<file path="src/pmm_pkg.sv">
// shared constants of the performance monitor register bank
package pmm_pkg;
    localparam int NCNT = 6;
    localparam int CW = 32;
    localparam int CCW = 64;
    localparam int IDX_W = 5;
    // system-register index of every register
    localparam logic [4:0] REG_CTRL = 5'h00;
    localparam logic [4:0] REG_CTRL32 = 5'h01;
    localparam logic [4:0] REG_CNTEN_SET = 5'h02;
    localparam logic [4:0] REG_CNTEN_CLR = 5'h03;
    localparam logic [4:0] REG_OVS_CLR = 5'h04;
    localparam logic [4:0] REG_SWINC = 5'h05;
    localparam logic [4:0] REG_SEL = 5'h06;
    localparam logic [4:0] REG_CEID_LO = 5'h07;
    localparam logic [4:0] REG_CEID_HI = 5'h08;
    localparam logic [4:0] REG_CYCLE_COUNTER = 5'h09;
    localparam logic [4:0] REG_SEL_TYPE = 5'h0a;
    localparam logic [4:0] REG_CFILT = 5'h0b;
    localparam logic [4:0] REG_SEL_CNT = 5'h0c;
    localparam logic [4:0] REG_USER_EN = 5'h0d;
    localparam logic [4:0] REG_IRQEN_SET = 5'h0e;
    localparam logic [4:0] REG_IRQEN_CLR = 5'h0f;
    localparam logic [4:0] REG_OVS_SET = 5'h10;
    localparam logic [4:0] REG_EVCNT0 = 5'h11;
    localparam logic [4:0] REG_EVTYPE0 = 5'h17;
    // control register fields
    localparam int CTRL_E = 0;
    localparam int CTRL_P = 1;
    localparam int CTRL_C = 2;
    localparam int CTRL_D = 3;
    localparam int CTRL_X = 4;
    localparam int CTRL_DP = 5;
    localparam int CTRL_LC = 6;
    localparam int CTRL_MIRROR_W = 7;
    localparam logic [4:0] CTRL_N_VAL = 5'h06;
    localparam logic [4:0] CTRL_FIELDS_RST = 5'h00;
    // enable/overflow bit layout: counters in low bits, cycle counter 31
    localparam int CYC_BIT = 31;
    localparam logic [31:0] IMPL_MASK = 32'h8000_003f;
    // cycle divider and filter
    localparam int DIV_CYCLES = 64;
    localparam int PRESC_W = $clog2(DIV_CYCLES);
    localparam int FILT_EL1_BIT = 31;
    localparam int FILT_EL0_BIT = 30;
    localparam logic [4:0] SEL_CYCLE = 5'h1f;
    localparam int USER_EN_BIT = 0;
    localparam logic [9:0] EVT_SW_INCR = 10'h000;
    localparam logic [1:0] EL0 = 2'h0;
    localparam logic [1:0] EL1 = 2'h1;
endpackage

</file>
<file path="src/pmm_cnt_if.sv">
// link between the register bank and the event counter array
`timescale 1ns/10ps
interface pmm_cnt_if #(
    parameter int NCNT = 6,
    parameter int CW = 32
);
    logic [NCNT-1:0] inc;
    logic clr_all;
    logic wr_en;
    logic [2:0] wr_idx;
    logic [CW-1:0] wr_data;
    logic [NCNT-1:0][CW-1:0] count;
    logic [NCNT-1:0] ovf;
    modport ctl (output inc, clr_all, wr_en, wr_idx, wr_data,
                 input count, ovf);
    modport bank (input inc, clr_all, wr_en, wr_idx, wr_data,
                  output count, ovf);
endinterface

</file>
<file path="src/pmm_regs.sv">
// performance monitor register bank reached by system-register moves
`timescale 1ns/10ps
// Overview of operation
// - 32-bit control view and 64-bit control view share one storage.
// - low seven control bits are mirrored to the external copy.
// - one control register serves secure and non-secure states alike.
// - control register sits in the warm reset domain.
// - control reset values load only when booting into 32-bit state.
// - all registers reached through system-register read and write moves.
// - count enable set and clear registers control enabled counters.
// - overflow status has clear and set forms recording overflow.
// - write-only software increment requests counts of chosen counters.
// - six 32-bit event counters, unknown after reset.
// - six event type registers; a counter typed for software increment also counts increment writes.
// - 64-bit cycle counter, unknown after reset.
// - cycle filter decides when the cycle counter counts.
// - selection register steers selected type and count accesses.
// - two 64-bit read-only common event identification registers.
// - interrupt enable set and clear pick overflows that interrupt.
// - user enable governs access from the least privileged level.
// - divider bit makes cycle counter step once per 64 clocks.
// - counter reset bit zeroes event counters, reads zero, keeps flags.
// - long cycle bit moves cycle overflow from bit 31 to bit 63.
// - global enable low stops all counters; resets to zero on a 32-bit boot.
module pmm_regs #(
    parameter logic [7:0] IMPL_CODE = 8'h5a, // arbitrary value
    parameter logic [7:0] PART_CODE = 8'h3c, // arbitrary value
    parameter logic [63:0] CEID_LO_VAL = 64'h0000_0000_0000_0000,
    parameter logic [63:0] CEID_HI_VAL = 64'h0000_0000_0000_0000
) (
    input wire logic i_mclk,
    input wire logic i_srst,
    input wire logic i_boot_32bit,
    input wire logic [1:0] i_el,
    input wire logic [pmm_pkg::NCNT-1:0] i_event,
    input wire logic i_sr_wr,
    input wire logic i_sr_rd,
    input wire logic [pmm_pkg::IDX_W-1:0] i_sr_idx,
    input wire logic [63:0] i_sr_wdata,
    output logic [63:0] o_sr_rdata,
    output logic o_sr_rvalid,
    output logic o_sr_denied,
    output logic [pmm_pkg::CTRL_MIRROR_W-1:0] o_ext_ctrl,
    output logic o_irq
);
    localparam int NCNT = pmm_pkg::NCNT;
    localparam int CW = pmm_pkg::CW;

    // true when the index falls in a block of per-counter registers
    function automatic logic in_block(input logic [4:0] idx,
                                      input logic [4:0] base);
        in_block = (idx >= base) && (idx < base + 5'(NCNT));
    endfunction

    // masked 32-bit write data for a set or clear register
    function automatic logic [31:0] hit_bits(input logic hit,
                                             input logic [31:0] d);
        hit_bits = hit ? (d & pmm_pkg::IMPL_MASK) : 32'h0;
    endfunction

    pmm_cnt_if #(.NCNT(NCNT), .CW(CW)) cnt_bus ();

    pmm_evcnt #(.NCNT(NCNT), .CW(CW)) u_evcnt (
        .i_mclk(i_mclk),
        .i_srst(i_srst),
        .bus(cnt_bus.bank)
    );

    logic ctrl_e_q, ctrl_d_q, ctrl_x_q, ctrl_dp_q, ctrl_lc_q;
    logic [31:0] cnten_q, cnten_d;
    logic [31:0] ovs_q, ovs_d;
    logic [31:0] irqen_q, irqen_d;
    logic [4:0] sel_q;
    logic [NCNT-1:0][31:0] evtype_q;
    logic [31:0] filt_q;
    logic [31:0] usren_q;
    logic [63:0] cycle_counter_q;
    logic [pmm_pkg::PRESC_W-1:0] presc_q;
    logic [63:0] rdata_q, rdata_d;
    logic rvalid_q, denied_q, irq_q;
    logic [pmm_pkg::CTRL_MIRROR_W-1:0] ext_q;

    ////////////////////////////////////////////////////////////////////
    // access check and write decode
    wire [4:0] idx = i_sr_idx;
    wire [31:0] wd = i_sr_wdata[31:0];
    // interrupt enables belong to the kernel level only
    wire el1_only = (idx == pmm_pkg::REG_IRQEN_SET) ||
                    (idx == pmm_pkg::REG_IRQEN_CLR);
    wire at_el0 = (i_el == pmm_pkg::EL0);
    wire acc_ok = !at_el0 ||
                  (usren_q[pmm_pkg::USER_EN_BIT] && !el1_only);
    wire wr = i_sr_wr && acc_ok;
    wire rd = i_sr_rd && acc_ok;
    // both control views decode to the same storage
    wire w_ctrl = wr && (idx == pmm_pkg::REG_CTRL ||
                         idx == pmm_pkg::REG_CTRL32);
    wire sel_ev = sel_q < 5'(NCNT);
    wire sel_cyc = sel_q == pmm_pkg::SEL_CYCLE;
    wire [2:0] sel_n = sel_q[2:0];
    wire [2:0] blk_ev_cnt = 3'(idx - pmm_pkg::REG_EVCNT0);
    wire [2:0] blk_ev_type = 3'(idx - pmm_pkg::REG_EVTYPE0);
    wire w_evcnt_blk = wr && in_block(idx, pmm_pkg::REG_EVCNT0);
    wire w_evcnt_sel = wr && idx == pmm_pkg::REG_SEL_CNT && sel_ev;
    wire w_evtype_blk = wr && in_block(idx, pmm_pkg::REG_EVTYPE0);
    wire w_evtype_sel = wr && idx == pmm_pkg::REG_SEL_TYPE && sel_ev;
    wire w_filt = wr && (idx == pmm_pkg::REG_CFILT ||
                  (idx == pmm_pkg::REG_SEL_TYPE && sel_cyc));
    wire w_swinc = wr && idx == pmm_pkg::REG_SWINC;
    wire cc_wr = wr && idx == pmm_pkg::REG_CYCLE_COUNTER;
    wire cc_clr = w_ctrl && wd[pmm_pkg::CTRL_C];

    ////////////////////////////////////////////////////////////////////
    // set/clear pairs: ones act, zeros do nothing
    wire [31:0] cnten_set = hit_bits(wr && idx == pmm_pkg::REG_CNTEN_SET, wd);
    wire [31:0] cnten_clr = hit_bits(wr && idx == pmm_pkg::REG_CNTEN_CLR, wd);
    wire [31:0] ovs_set = hit_bits(wr && idx == pmm_pkg::REG_OVS_SET, wd);
    wire [31:0] ovs_clr = hit_bits(wr && idx == pmm_pkg::REG_OVS_CLR, wd);
    wire [31:0] irqen_set = hit_bits(wr && idx == pmm_pkg::REG_IRQEN_SET, wd);
    wire [31:0] irqen_clr = hit_bits(wr && idx == pmm_pkg::REG_IRQEN_CLR, wd);

    ////////////////////////////////////////////////////////////////////
    // event counting: global enable, per-counter enable, event or
    // software increment when the counter is typed for it
    logic [NCNT-1:0] swinc_hit;
    always_comb begin
        for (int n = 0; n < NCNT; n++) begin
            swinc_hit[n] = w_swinc && wd[n] &&
                evtype_q[n][9:0] == pmm_pkg::EVT_SW_INCR;
        end
    end
    wire [NCNT-1:0] ev_en = {NCNT{ctrl_e_q}} & cnten_q[NCNT-1:0];
    assign cnt_bus.inc = ev_en & (i_event | swinc_hit);
    assign cnt_bus.clr_all = w_ctrl && wd[pmm_pkg::CTRL_P];
    assign cnt_bus.wr_en = w_evcnt_blk || w_evcnt_sel;
    assign cnt_bus.wr_idx = w_evcnt_blk ? blk_ev_cnt : sel_n;
    assign cnt_bus.wr_data = wd;

    ////////////////////////////////////////////////////////////////////
    // cycle counting: filter by level, optional divide by 64
    wire filt_block = (i_el == pmm_pkg::EL1 &&
                       filt_q[pmm_pkg::FILT_EL1_BIT]) ||
                      (at_el0 && filt_q[pmm_pkg::FILT_EL0_BIT]);
    wire cc_run = ctrl_e_q && cnten_q[pmm_pkg::CYC_BIT] &&
                  !filt_block;
    wire presc_wrap = &presc_q;
    wire cc_inc = cc_run && (!ctrl_d_q || presc_wrap);
    // the overflow boundary moves with the long cycle bit
    wire cc_ovf = cc_inc && !cc_clr && !cc_wr &&
                  (ctrl_lc_q ? (&cycle_counter_q) : (&cycle_counter_q[31:0]));

    ////////////////////////////////////////////////////////////////////
    // next state of the set/clear pairs; hardware set beats a clear
    wire [31:0] hw_ovf = {cc_ovf, 25'h0, cnt_bus.ovf};
    assign cnten_d = (cnten_q & ~cnten_clr) | cnten_set;
    assign irqen_d = (irqen_q & ~irqen_clr) | irqen_set;
    assign ovs_d = (ovs_q & ~ovs_clr) | ovs_set | hw_ovf;

    ////////////////////////////////////////////////////////////////////
    // control fields; p and c are actions and read as zero
    wire [31:0] ctrl_rd = {IMPL_CODE, PART_CODE, pmm_pkg::CTRL_N_VAL, 4'h0,
                           ctrl_lc_q, ctrl_dp_q, ctrl_x_q, ctrl_d_q,
                           2'b00, ctrl_e_q};

    // warm reset loads defined values only on a 32-bit boot; otherwise
    // the fields keep whatever they held, which software sees as unknown
    always_ff @(posedge i_mclk) begin
        if (i_srst) begin
            if (i_boot_32bit) begin
                {ctrl_lc_q, ctrl_dp_q, ctrl_x_q, ctrl_d_q, ctrl_e_q} <=
                    pmm_pkg::CTRL_FIELDS_RST;
            end
        end else if (w_ctrl) begin
            ctrl_e_q <= wd[pmm_pkg::CTRL_E];
            ctrl_d_q <= wd[pmm_pkg::CTRL_D];
            ctrl_x_q <= wd[pmm_pkg::CTRL_X];
            ctrl_dp_q <= wd[pmm_pkg::CTRL_DP];
            ctrl_lc_q <= wd[pmm_pkg::CTRL_LC];
        end
    end

    // enables and flags start clear so no stale interrupt appears
    always_ff @(posedge i_mclk) begin
        if (i_srst) begin
            cnten_q <= 32'h0;
            ovs_q <= 32'h0;
            irqen_q <= 32'h0;
            sel_q <= 5'h00;
            usren_q <= 32'h0;
            filt_q <= 32'h0;
        end else begin
            cnten_q <= cnten_d;
            ovs_q <= ovs_d;
            irqen_q <= irqen_d;
            if (wr && idx == pmm_pkg::REG_SEL) begin
                sel_q <= wd[4:0];
            end
            if (wr && idx == pmm_pkg::REG_USER_EN) begin
                usren_q <= wd;
            end
            if (w_filt) begin
                filt_q <= wd;
            end
        end
    end

    // event types carry no reset
    always_ff @(posedge i_mclk) begin
        for (int n = 0; n < NCNT; n++) begin
            if ((w_evtype_blk && blk_ev_type == 3'(n)) ||
                (w_evtype_sel && sel_n == 3'(n))) begin
                evtype_q[n] <= wd;
            end
        end
    end

    // cycle counter has no reset; a c-bit write zeroes it, flags stay
    always_ff @(posedge i_mclk) begin
        if (i_srst) begin
            presc_q <= '0;
        end else if (cc_run) begin
            presc_q <= presc_q + 1'b1;
        end
    end
    always_ff @(posedge i_mclk) begin
        if (cc_wr) begin
            cycle_counter_q <= i_sr_wdata;
        end else if (cc_clr) begin
            cycle_counter_q <= 64'h0;
        end else if (cc_inc) begin
            cycle_counter_q <= cycle_counter_q + 64'h1;
        end
    end

    ////////////////////////////////////////////////////////////////////
    // read data select; unmapped and write-only indices read zero
    always_comb begin
        rdata_d = 64'h0;
        if (in_block(idx, pmm_pkg::REG_EVCNT0)) begin
            rdata_d = {32'h0, cnt_bus.count[blk_ev_cnt]};
        end else if (in_block(idx, pmm_pkg::REG_EVTYPE0)) begin
            rdata_d = {32'h0, evtype_q[blk_ev_type]};
        end else begin
            case (idx)
                pmm_pkg::REG_CTRL, pmm_pkg::REG_CTRL32: begin
                    rdata_d = {32'h0, ctrl_rd};
                end
                pmm_pkg::REG_CNTEN_SET, pmm_pkg::REG_CNTEN_CLR: begin
                    rdata_d = {32'h0, cnten_q};
                end
                pmm_pkg::REG_OVS_SET, pmm_pkg::REG_OVS_CLR: begin
                    rdata_d = {32'h0, ovs_q};
                end
                pmm_pkg::REG_IRQEN_SET, pmm_pkg::REG_IRQEN_CLR: begin
                    rdata_d = {32'h0, irqen_q};
                end
                pmm_pkg::REG_SEL: rdata_d = {59'h0, sel_q};
                pmm_pkg::REG_CEID_LO: rdata_d = CEID_LO_VAL;
                pmm_pkg::REG_CEID_HI: rdata_d = CEID_HI_VAL;
                pmm_pkg::REG_CYCLE_COUNTER: rdata_d = cycle_counter_q;
                pmm_pkg::REG_CFILT: rdata_d = {32'h0, filt_q};
                pmm_pkg::REG_USER_EN: rdata_d = {32'h0, usren_q};
                pmm_pkg::REG_SEL_TYPE: begin
                    if (sel_ev) begin
                        rdata_d = {32'h0, evtype_q[sel_n]};
                    end else if (sel_cyc) begin
                        rdata_d = {32'h0, filt_q};
                    end
                end
                pmm_pkg::REG_SEL_CNT: begin
                    if (sel_ev) begin
                        rdata_d = {32'h0, cnt_bus.count[sel_n]};
                    end
                end
                default: rdata_d = 64'h0;
            endcase
        end
    end

    ////////////////////////////////////////////////////////////////////
    // registered outputs
    always_ff @(posedge i_mclk) begin
        if (i_srst) begin
            rdata_q <= 64'h0;
            rvalid_q <= 1'b0;
            denied_q <= 1'b0;
            irq_q <= 1'b0;
            ext_q <= '0;
        end else begin
            rdata_q <= rd ? rdata_d : 64'h0;
            rvalid_q <= rd;
            denied_q <= (i_sr_rd || i_sr_wr) && !acc_ok;
            irq_q <= |(ovs_q & irqen_q);
            ext_q <= ctrl_rd[pmm_pkg::CTRL_MIRROR_W-1:0];
        end
    end
    assign o_sr_rdata = rdata_q;
    assign o_sr_rvalid = rvalid_q;
    assign o_sr_denied = denied_q;
    assign o_irq = irq_q;
    assign o_ext_ctrl = ext_q;
endmodule

</file>
<file path="src/pmm_evcnt.sv">
// array of event counters with wrap detection
`timescale 1ns/10ps
module pmm_evcnt #(
    parameter int NCNT = 6,
    parameter int CW = 32
) (
    input wire logic i_mclk,
    input wire logic i_srst,
    pmm_cnt_if.bank bus
);
    logic [NCNT-1:0][CW-1:0] cnt_q;

    ////////////////////////////////////////////////////////////////////
    // counters carry no reset: their value after reset is unknown
    always_ff @(posedge i_mclk) begin
        for (int n = 0; n < NCNT; n++) begin
            if (bus.clr_all) begin
                cnt_q[n] <= '0;
            end else if (bus.wr_en && bus.wr_idx == 3'(n)) begin
                cnt_q[n] <= bus.wr_data;
            end else if (bus.inc[n]) begin
                cnt_q[n] <= cnt_q[n] + 1'b1;
            end
        end
    end

    // a wrap only counts when no reset or write overrides the increment
    always_comb begin
        for (int n = 0; n < NCNT; n++) begin
            bus.ovf[n] = bus.inc[n] && (&cnt_q[n]) && !bus.clr_all &&
                         !(bus.wr_en && bus.wr_idx == 3'(n));
        end
    end
    assign bus.count = cnt_q;
endmodule

</file>
<file path="config.mk">
export PLATFORM = sky130hd
export DESIGN_NAME = pmm_regs
export DESIGN_NICKNAME = d
export VERILOG_FILES = /design/src/pmm_pkg.sv /design/src/pmm_cnt_if.sv /design/src/pmm_regs.sv /design/src/pmm_evcnt.sv
export SDC_FILE = /design/constraint.sdc
export NUM_CORES = 1
export LEC_CHECK = 0
export BUFFER_PORTS_ARGS = -buffer_cell sky130_fd_sc_hd__buf_2
export CAP_MARGIN = 40
export CORE_AREA = 2 2 288 403
export DETAILED_ROUTE_END_ITERATION = 6
export DIE_AREA = 0 0 290 405
export GPL_TIMING_DRIVEN = 1
export PLACE_DENSITY_LB_ADDON = 0.15
export SLEW_MARGIN = 15
export SYNTH_ARGS = -nofsm -noshare
export SYNTH_HDL_FRONTEND = slang
export SYNTH_SLANG_ARGS = --single-unit
</file>
<file path="constraint.sdc">
create_clock -name i_mclk -period 13.4 [get_ports i_mclk]
set_input_delay 0.67 -clock i_mclk [delete_from_list [all_inputs] [get_ports i_mclk]]
set_output_delay 0.67 -clock i_mclk [all_outputs]
set_load 0.01 [all_outputs]
</file>
* Yosys cells after proc, flatten, opt, wreduce, memory -nomap -nowiden
Index checks and enable logic that the tools add are counted.
** Word-level totals
- Output and inout bits :: 74
- Bits of input ports :: 82
- Register bits :: 698
- Word-level logic and storage cells :: 292
** Operators by class
- Reduce and logical (&&, ||, !) cells :: 147
- Magnitude comparators :: 8
- Add/sub/neg operators :: 10
- Multiplexer cells :: 48
- Bitwise gates (word level) :: 15
- Equality and inequality tests :: 32
** Operators with widths (number)
- 32-bit 2-to-1 mux :: 27
- 64-bit one-hot mux with 10 select lines :: 1
- 32-bit binary-select mux with 3-bit select :: 4
- 32-bit AND reduction :: 7
- 32-bit by 1-bit adder with 32-bit output (second input constant) :: 6
- 64-bit 2-to-1 mux :: 3
- 32-bit bitwise AND :: 4
- 32-bit bitwise OR :: 4
- 32-bit inverter :: 3
- 1-bit logical AND :: 83
- 64-bit by 1-bit adder with 64-bit output (second input constant) :: 1
- 64-bit AND reduction :: 1
- 10-bit logical NOT :: 6
- 5-bit by 4-bit == test with 1-bit output (second input constant) :: 7
- 32-bit OR reduction :: 1
- 3-bit by 2-bit == test with 1-bit output (second input constant) :: 6
- 3-bit == test (second input constant) :: 6
- 5-bit by 3-bit == test with 1-bit output (second input constant) :: 3
- 1-bit logical NOT :: 14
- 1-bit logical OR :: 14
- 2-bit nonzero test :: 7
- 6-bit bitwise AND :: 2
- 3-bit by 4-bit less-than comparator with 1-bit output (second input constant) :: 3
- 1-bit 2-to-1 mux :: 12
- other kinds (23) :: 35

* Logic depth before layout (Yosys ltp)
Gate-level depths: netlist of the first run.
- Depth in word-level cells :: 15
- Depth in mapped cells :: 15
- Gate-level depth less buffers :: 8

* Cells and area by module
A second synthesis of the first run with hierarchy kept.
** Second synthesis, totals
- Cell total of the unflattened synthesis :: 3391
- Area, all modules :: 34433.0 um^2
** By module, submodules not included
- pmm_regs :: instances 1, area an instance 23685.2 um^2, cells an instance 2089, seq. area each 11200.7 um^2
- pmm_evcnt :: instances 1, area an instance 10747.8 um^2, cells an instance 1302, seq. area each 3843.7 um^2

* Worst setup path after synthesis of the first run
OpenSTA, ideal clock, no wires.
- Path kind :: input -> register
- From :: in i_sr_idx[0] (netlist bit)
- To :: reg evtype_q[100] (netlist bit), enable pin
- Required time :: 12968 ps
- Setup slack :: 8610 ps
- Path buffers :: 5
- Stages on the path :: 10
- Setup time :: 432 ps
- Arrival time :: 4358 ps
- Cells stage by stage :: buf_2 -> buf_2 -> buf_1 -> buf_2 -> inv_1 -> ha_1 -> nor2_1 -> o311ai_2 -> buf_2 -> a21oi_1
** On the way
- Longest elaborated chain between the ends :: 10
- Elaborated cells between the ends (all ways) :: 19
- Classes of those cells :: add/sub (1); order compare (2); eq/ne (4); reduce/logical (12)
** RTL lines
- start, declared :: RTL line pmm_regs.sv:38 : input wire logic [pmm_pkg::IDX_W-1:0] i_sr_idx,
- 5-bit by 4-bit == test with 1-bit output (on tied branches) :: RTL line pmm_regs.sv:88, pmm_regs.sv:89
- 1-bit logical OR :: RTL line pmm_regs.sv:88 : wire el1_only = (idx == pmm_pkg::REG_IRQEN_SET) ||
- 1-bit logical NOT :: RTL line pmm_regs.sv:92 : (usren_q[pmm_pkg::USER_EN_BIT] && !el1_only);
- 1-bit logical AND :: RTL line pmm_regs.sv:92
- 1-bit logical OR :: RTL line pmm_regs.sv:91 : wire acc_ok = !at_el0 ||
- 1-bit logical AND :: RTL line pmm_regs.sv:93 : wire wr = i_sr_wr && acc_ok;
- 1-bit logical AND (2 in a row) :: RTL line pmm_regs.sv:106 : wire w_evtype_sel = wr && idx == pmm_pkg::REG_SEL_TYPE && sel_ev;
- 1-bit logical AND :: RTL line pmm_regs.sv:211 : (w_evtype_sel && sel_n == 3'(n))) begin
- 1-bit logical OR (*) :: RTL line pmm_regs.sv:210 : if ((w_evtype_blk && blk_ev_type == 3'(n)) ||
- end signal, assigned by index :: RTL line pmm_regs.sv:212 : evtype_q[n] <= wd;
- end, declared :: RTL line pmm_regs.sv:74 : logic [NCNT-1:0][31:0] evtype_q;
Mark *: on every way between the ends. The rest lies on a longest branch, timed or not.
A chain may end at the register's enable or synchronous reset.

* Final worst setup path of the first run
- From :: in i_sr_idx[0] (netlist bit)
- To :: reg u_evcnt.cnt_q (netlist bit u_evcnt.bus.count[184])
** On the way
- Longest elaborated chain between the ends :: 12
- Elaborated cells between the ends (all ways) :: 32
- Classes of those cells :: add/sub (1); order compare (2); eq/ne (6); mux (2); bitwise (2); reduce/logical (19)
** RTL lines
- branches (longest 12 deep; another with 5-bit greater-or-equal comparator)
- end signal, assigned by index :: RTL line pmm_evcnt.sv:20 : cnt_q[n] <= bus.wr_data;
- end signal, assigned by index :: RTL line pmm_evcnt.sv:22 : cnt_q[n] <= cnt_q[n] + 1'b1;
- end, declared :: RTL line pmm_evcnt.sv:11 : logic [NCNT-1:0][CW-1:0] cnt_q;
Several ways; the timed one is not identified.

==> results of run 1 <==
-- cell families (layout without fill, tap and decap cells) --
kind of cell,count (synthesis),count (layout)
AO/OA/AOI/OAI,829,829
XOR/XNOR,245,245
adder cells (fa/ha/maj),17,17
buffers and inverters,398,456
flip-flops,621,621
multiplexers,294,294
other,1,6
AND/OR/NAND/NOR,1086,1086
-- through the flow --
stage,std cells,utilization (%)
after global placement,4893,31.6
final,5044,33.8
after floorplan,3492,-
after CTS,5039,33.8
after global routing,5040,33.8
after detailed placement,4909,31.8
-- registers in the layout, summed over array words and instances, names as in the netlist --
name / count
ctrl_d_q: 1
u_evcnt.bus.count: 192
ctrl_dp_q: 1
evtype_q: 192
cnten_q: 7
filt_q: 32
presc_q: 6
usren_q: 32
irqen_q: 7
o_sr_rvalid: 1
o_irq: 1
ctrl_x_q: 1
cycle_counter_q: 64
o_ext_ctrl: 5
o_sr_denied: 1
sel_q: 5
ctrl_lc_q: 1
ovs_q: 7
ctrl_e_q: 1
o_sr_rdata: 64
-- power groups by stage --
stage	combinational [mW]	sequential, mW	clock (mW)
after CTS	0.766	2.36	2.03
after detailed placement	0.761	2.40	0
after global routing	0.828	2.39	2.10
after global placement	0.757	2.40	0
final	0.776	2.37	1.99
after floorplan	0.512	2.31	0
-- worst max-delay path, delay by kind of cell --
family,cells,cell delay [ps]
compound gates,1,330
fa+ha+maj,1,630
buf+inv,5,2460
mux,1,490
simple gates,2,620
-- per-layer routing --
metal / vias up / routed length (um) / track usage (%) / share of wire, %
met5: - / 32 / 0 / 0.023
met4: 6 / 5470 / 9.90 / 3.9
met3: 237 / 8810 / 3.69 / 6.2
met2: 1064 / 68500 / 40.4 / 48
met1: 14500 / 58900 / 29.9 / 42
li1: 13000 / - / - / -
-- final cells by class --
cell class	instances	area (um2)	share of cell area (%)
well taps	1490	1860	4.82
flip-flops and latches	621	15100	38.9
repair buffers	235	1550	4.00
inverters	91	342	0.884
clock buffers	100	2000	5.17
clock inverters	30	292	0.754
multi-input cells	2473	17500	45.4
diodes	4	10.0	0.0259
-- synthesized netlist by cell type, drive strengths merged, types with 91 or more instances --
cell type	instances	area, um2
a21oi	249	1250
nand4	91	569
mux4	128	2880
nand2	360	1350
xnor2	155	1360
nand3	121	606
o21ai	275	1380
nor2	145	544
mux2i	163	1630
clkbuf	239	898
edfxtp	261	7840
inv	91	342
dfxtp	360	7210
-- how the worst max path moves through the flow --
stage	start	endpoint	slack (ps)	cells after the start
6_report	i_sr_idx[0]	u_evcnt.bus.count[184]$_SDFFE_PP0P_	8620	10
4_1_cts	i_sr_idx[0]	u_evcnt.bus.count[184]$_SDFFE_PP0P_	8610	10
2_1_floorplan	i_sr_idx[0]	evtype_q[100]$_DFFE_PP_	8610	10
5_1_grt	i_sr_idx[0]	u_evcnt.bus.count[184]$_SDFFE_PP0P_	8290	10
3_3_place_gp	i_sr_idx[0]	u_evcnt.bus.count[150]$_SDFFE_PP0P_	7870	10
3_5_place_dp	i_sr_idx[0]	u_evcnt.bus.count[184]$_SDFFE_PP0P_	7870	10
==> out/metrics.cfg, run 1 <==
[run_status]
status=completed

[yosys]
async_flop_share_pct=0
synth.avg_cell_area_um2=9.72
synthAdderAreaFrac_pct=0.627
synth_area_mm2=0.0339
synthSimpleGateAreaFrac_pct=16.1
synth_top_family_by_area=simple AND/OR/NAND/NOR gates
yosys_warnings=0
synthMuxAreaShare_pct=13.4
synth_edf_count=261
netlist_instances=3491
seq_area_frac_synth_pct=44.3
synth_compound_area_share_pct=14.7
ys_seq_elements=621
yosysUniqueCellTypes=68
synth-xor-area-share_pct=6.32
synthFlopType=dfxtp_1

[sta]
hold_violations=0
rsz0062_at_grt=false
whs_ps=274
layout_setup_ws_ps=8620
setup_viol=0
drv_slew=0
slew-limit-headroom_pct=39.4
timing.final.crit_share_pct=35.7
skew_ps=29.8
tightest_slew_ps=900
period_needed_ps=4780
fmax_mhz=209
fin_setup_tns_ps=0

[clock_tree]
cts_resized=0
ctsHoldBuffers=0
path_clk_slew_ps=60
tritoncts=yes
worst_skew_pair.late_latency_ps=680
cts_num_sinks=621
clockRootBuffer=clkbuf_16
post-cts-setup-buffer-count=0
htreeDepth=3
cts.path.max_buffers=3
numCtsBuffers=71

[critical_path]
rrSetupSlack_ps=9090
criticalPathCategory=in -> reg
critPathMostFrequentCell=buf_4
r2r_cells=8
critPathRequiredTime_ps=13960
endpoint_kind=register
startpoint_type=input pin
cp.arrival_ps=5340
crit_chain=clkbuf_8, inv_1, ha_4, buf_4, buf_4, nand2_1, mux2i_1, nand2_2, buf_16, a2111oi_0
critPathMaxFanout=66
slowest_delay_ps=690
critPathSlowestCell=buf_4
worstReg2RegStart=sel_q[1]$_SDFFE_PP0P_
r2r_end=evtype_q[157]$_DFFE_PP_

[grt]
grt_max_degree=75
grt_pass1_wl_mm=205
grt_pass1_vias=28300
grt_usage_pct=23.7
gr-total-overflow=0
antenna_found_initial=12

[drt]
dr_total_vias=28900
via_per_inst=5.72
ant_nets=0
drt_iter0_markers=2557
firstDrtPassIters=6
wl_per_cell_um=28.1
wl_mm=142
drc=0

[pwr]
p_seq_share_pct=46.1
leakage_nw=12.7
p_sw_share_pct=30.3
power_mw=5.13
power.density_mw_per_mm2=133
power_frac_comb_pct=15.1
ir_worst_vdd_uv=93.7
p_sw_mw=1.56
pwr-share-clk_pct=38.8
intPower_mw=3.58

[placement]
hpwl_mm=95.2
port_buffers=153
place.gp.congestion=0.864
pre_cts_slack_ps=7870
dpl-instance-area_mm2=0.0363

[final_layout]
final_common_cell=dfxtp_1
design_area_mm2=0.0386
drive_gt1_share_pct=14.7
num-nets-final=3592
final_cell_mix=357 x dfxtp_1, 352 x nand2_1, 275 x o21ai_0
syn2layout_area_growth_pct=13.9
n_fill_cell=11700

[floorplanning]
core-area_mm2=0.114
start_util_pct=29.7
die_height_um=405
rows=147
boundaryPins=156
die-area_mm2=0.117
die_w_um=290

[hold_path]
min_to=cycle_counter_q[44]$_DFFE_PP_
hp-start=i_sr_wdata[44]
min_path_cells=3
hp-class=in -> reg

[job]
maxCapViolCount=0

Note: power is estimated with default switching activity, not from simulation.
==> run 2: changes to the inputs <==
clock period = 4.5 ns   (was 13.4 ns; I/O delays follow)
==> run 2 against run 1 <==
Compared with the run above:
- sequential cell count is the same
- clock skew up 3.1 ps
- sequential power grew to 3.0 times the previous value
- count of clock-buffer cells in the layout rose by 1
- final cell count is 1.2% higher
- critical endpoint is now evtype_q[124]$_DFFE_PP_
- largest power group unchanged
==> out/metrics.cfg, run 2 (synthesis results as in run 1) <==
[critical_path]
criticalPathCategory=reg -> reg
rrSetupSlack_ps=910  ; -8180 ps
critPathMaxFanout=32  ; -52%
critPathRequiredTime_ps=4780  ; -9180 ps
cp.arrival_ps=3880  ; -1460 ps
startpoint_type=register
endpoint_kind=register

[pwr]
p_seq_share_pct=45.8  ; -0.3 points
leakage_nw=13.0  ; +2.1%
power.density_mw_per_mm2=392  ; +200%
power_mw=15.4  ; +200%
ir_worst_vdd_uv=245  ; +160%
power_frac_comb_pct=14.9  ; -0.2 points
intPower_mw=10.8  ; +200%
p_sw_share_pct=29.7  ; -0.64 points
pwr-share-clk_pct=39.2  ; +0.4 points
p_sw_mw=4.57  ; +190%

[placement]
hpwl_mm=98.0  ; +3.0%
pre_cts_slack_ps=857  ; -7020 ps
port_buffers=153  ; unchanged
dpl-instance-area_mm2=0.0365  ; +0.35%
dp_cells=4930  ; +0.43%
place.gp.congestion=0.858  ; -0.78%

[grt]
grt_pass1_vias=28500  ; +0.68%
antenna_found_initial=13  ; +1
grt_usage_pct=23.8  ; +0.11 points
gr-total-overflow=0  ; unchanged
grt_pass1_wl_mm=206  ; +0.62%
grt_max_degree=79  ; +5.3%

[sta]
fmax_mhz=278
slew-limit-headroom_pct=36.2  ; -3.3 points
drv_slew=0  ; unchanged
whs_ps=49.8  ; -224 ps
timing.final.crit_share_pct=79.9
tightest_slew_ps=958  ; +57.3 ps
skew_ps=32.9  ; +3.10 ps
setup_viol=0  ; unchanged
hold_violations=0  ; unchanged
layout_setup_ws_ps=905  ; -7710 ps
rsz0062_at_grt=false
fin_setup_tns_ps=0  ; unchanged
period_needed_ps=3590

[drt]
wl_per_cell_um=27.9  ; -0.81%
dr_total_vias=29100  ; +0.83%
drc=0  ; unchanged
wl_mm=142  ; +0.43%
ant_nets=0  ; unchanged
drt_iter0_markers=2749  ; +7.5%
firstDrtPassIters=6  ; unchanged
via_per_inst=5.70  ; -0.41%

[floorplanning]
start_util_pct=29.7  ; unchanged
die-area_mm2=0.117  ; unchanged
die_height_um=405  ; unchanged
die_w_um=290  ; unchanged
rows=147  ; unchanged
boundaryPins=156  ; unchanged
core-area_mm2=0.114  ; unchanged

[clock_tree]
numCtsBuffers=71  ; unchanged
cts_num_sinks=621  ; unchanged
tritoncts=yes
clockRootBuffer=clkbuf_16
htreeDepth=3  ; unchanged
worst_skew_pair.late_latency_ps=670  ; about the same
path_clk_slew_ps=60  ; about the same
cts.path.max_buffers=3  ; unchanged

[final_layout]
fin_cells=5107  ; +1.2%
n_fill_cell=11600  ; -0.15%
regArea_mm2=0.0151  ; unchanged
multiInputGateArea_mm2=0.0175  ; about the same
final_cell_mix=357 x dfxtp_1, 353 x nand2_1, 275 x o21ai_0
design_area_mm2=0.0393  ; +1.6%
final_common_cell=dfxtp_1
final_util_pct=34.4  ; +0.55 points
syn2layout_area_growth_pct=15.7
num-nets-final=3655  ; +1.8%
drive_gt1_share_pct=15.1  ; +0.32 points

[hold_path]
hp-class=in -> reg

[run_status]
status=completed

[job]
maxCapViolCount=0  ; unchanged

## run 2: changes by cell type in the layout (fill, tap and decap cells not counted), sizes merged
cell,before,now
buf,234,256
dlygate4sd3,0,40
clkinvlp,2,9
clkinv,18,12
clkbuf,101,103
bufinv,3,6
inv,98,93
## run 2: path summary, 6_finish.rpt
path / cells after the start / start / endpoint
min: 3 / i_sr_wdata[16] / filt_q[16]$_SDFFE_PP0P_
max: 6 / sel_q[2]$_SDFFE_PP0P_ / evtype_q[124]$_DFFE_PP_
min reg2reg: 2 / usren_q[28]$_SDFFE_PP0P_ / usren_q[28]$_SDFFE_PP0P_
max reg2reg: 6 / sel_q[2]$_SDFFE_PP0P_ / evtype_q[124]$_DFFE_PP_
## run 2: power by group through the flow
stage	logic, mW	registers [mW]	clock network, mW
2_1_floorplan	1.53	6.87	0
5_1_grt	2.47	7.12	6.38
4_1_cts	2.27	7.04	6.20
3_5_place_dp	2.23	7.17	0
6_report	2.30	7.06	6.05
3_3_place_gp	2.22	7.16	0
## run 2: layout make-up
| type | count | share of cell area, % |
|---|---|---|
| inverters | 91 | 0.870 |
| repair buffers | 298 | 5.41 |
| diodes | 4 | 0.0255 |
| multi-input cells | 2473 | 44.7 |
| well taps | 1490 | 4.75 |
| clock inverters | 29 | 0.892 |
| clock buffers | 101 | 5.07 |
| flip-flops and latches | 621 | 38.3 |
## run 2: critical path, cell delays in order (launching register included)
cell and delay (ps):
dfxtp_2 560, a211oi_1 640, and3_1 690, buf_4 430, nand3_1 190, a21oi_4 170
buf_4 500
## run 2: routing by layer
| metal | GRT usage [%] | vias to the layer above | routed length [um] |
|---|---|---|---|
| met2 | 41.1 | 1196 | 69800 |
| met4 | 9.52 | 6 | 5510 |
| met5 | 0 | - | 39 |
| met1 | 30.2 | 14500 | 58100 |
| li1 | - | 13200 | - |
| met3 | 3.08 | 227 | 8930 |
## run 2: repair_timing
action                     CTS  global route
resized for setup            0             0
setup buffers                0             0
setup endpoints to repair    0             0
hold endpoints to repair    58             0
hold buffers                40             0
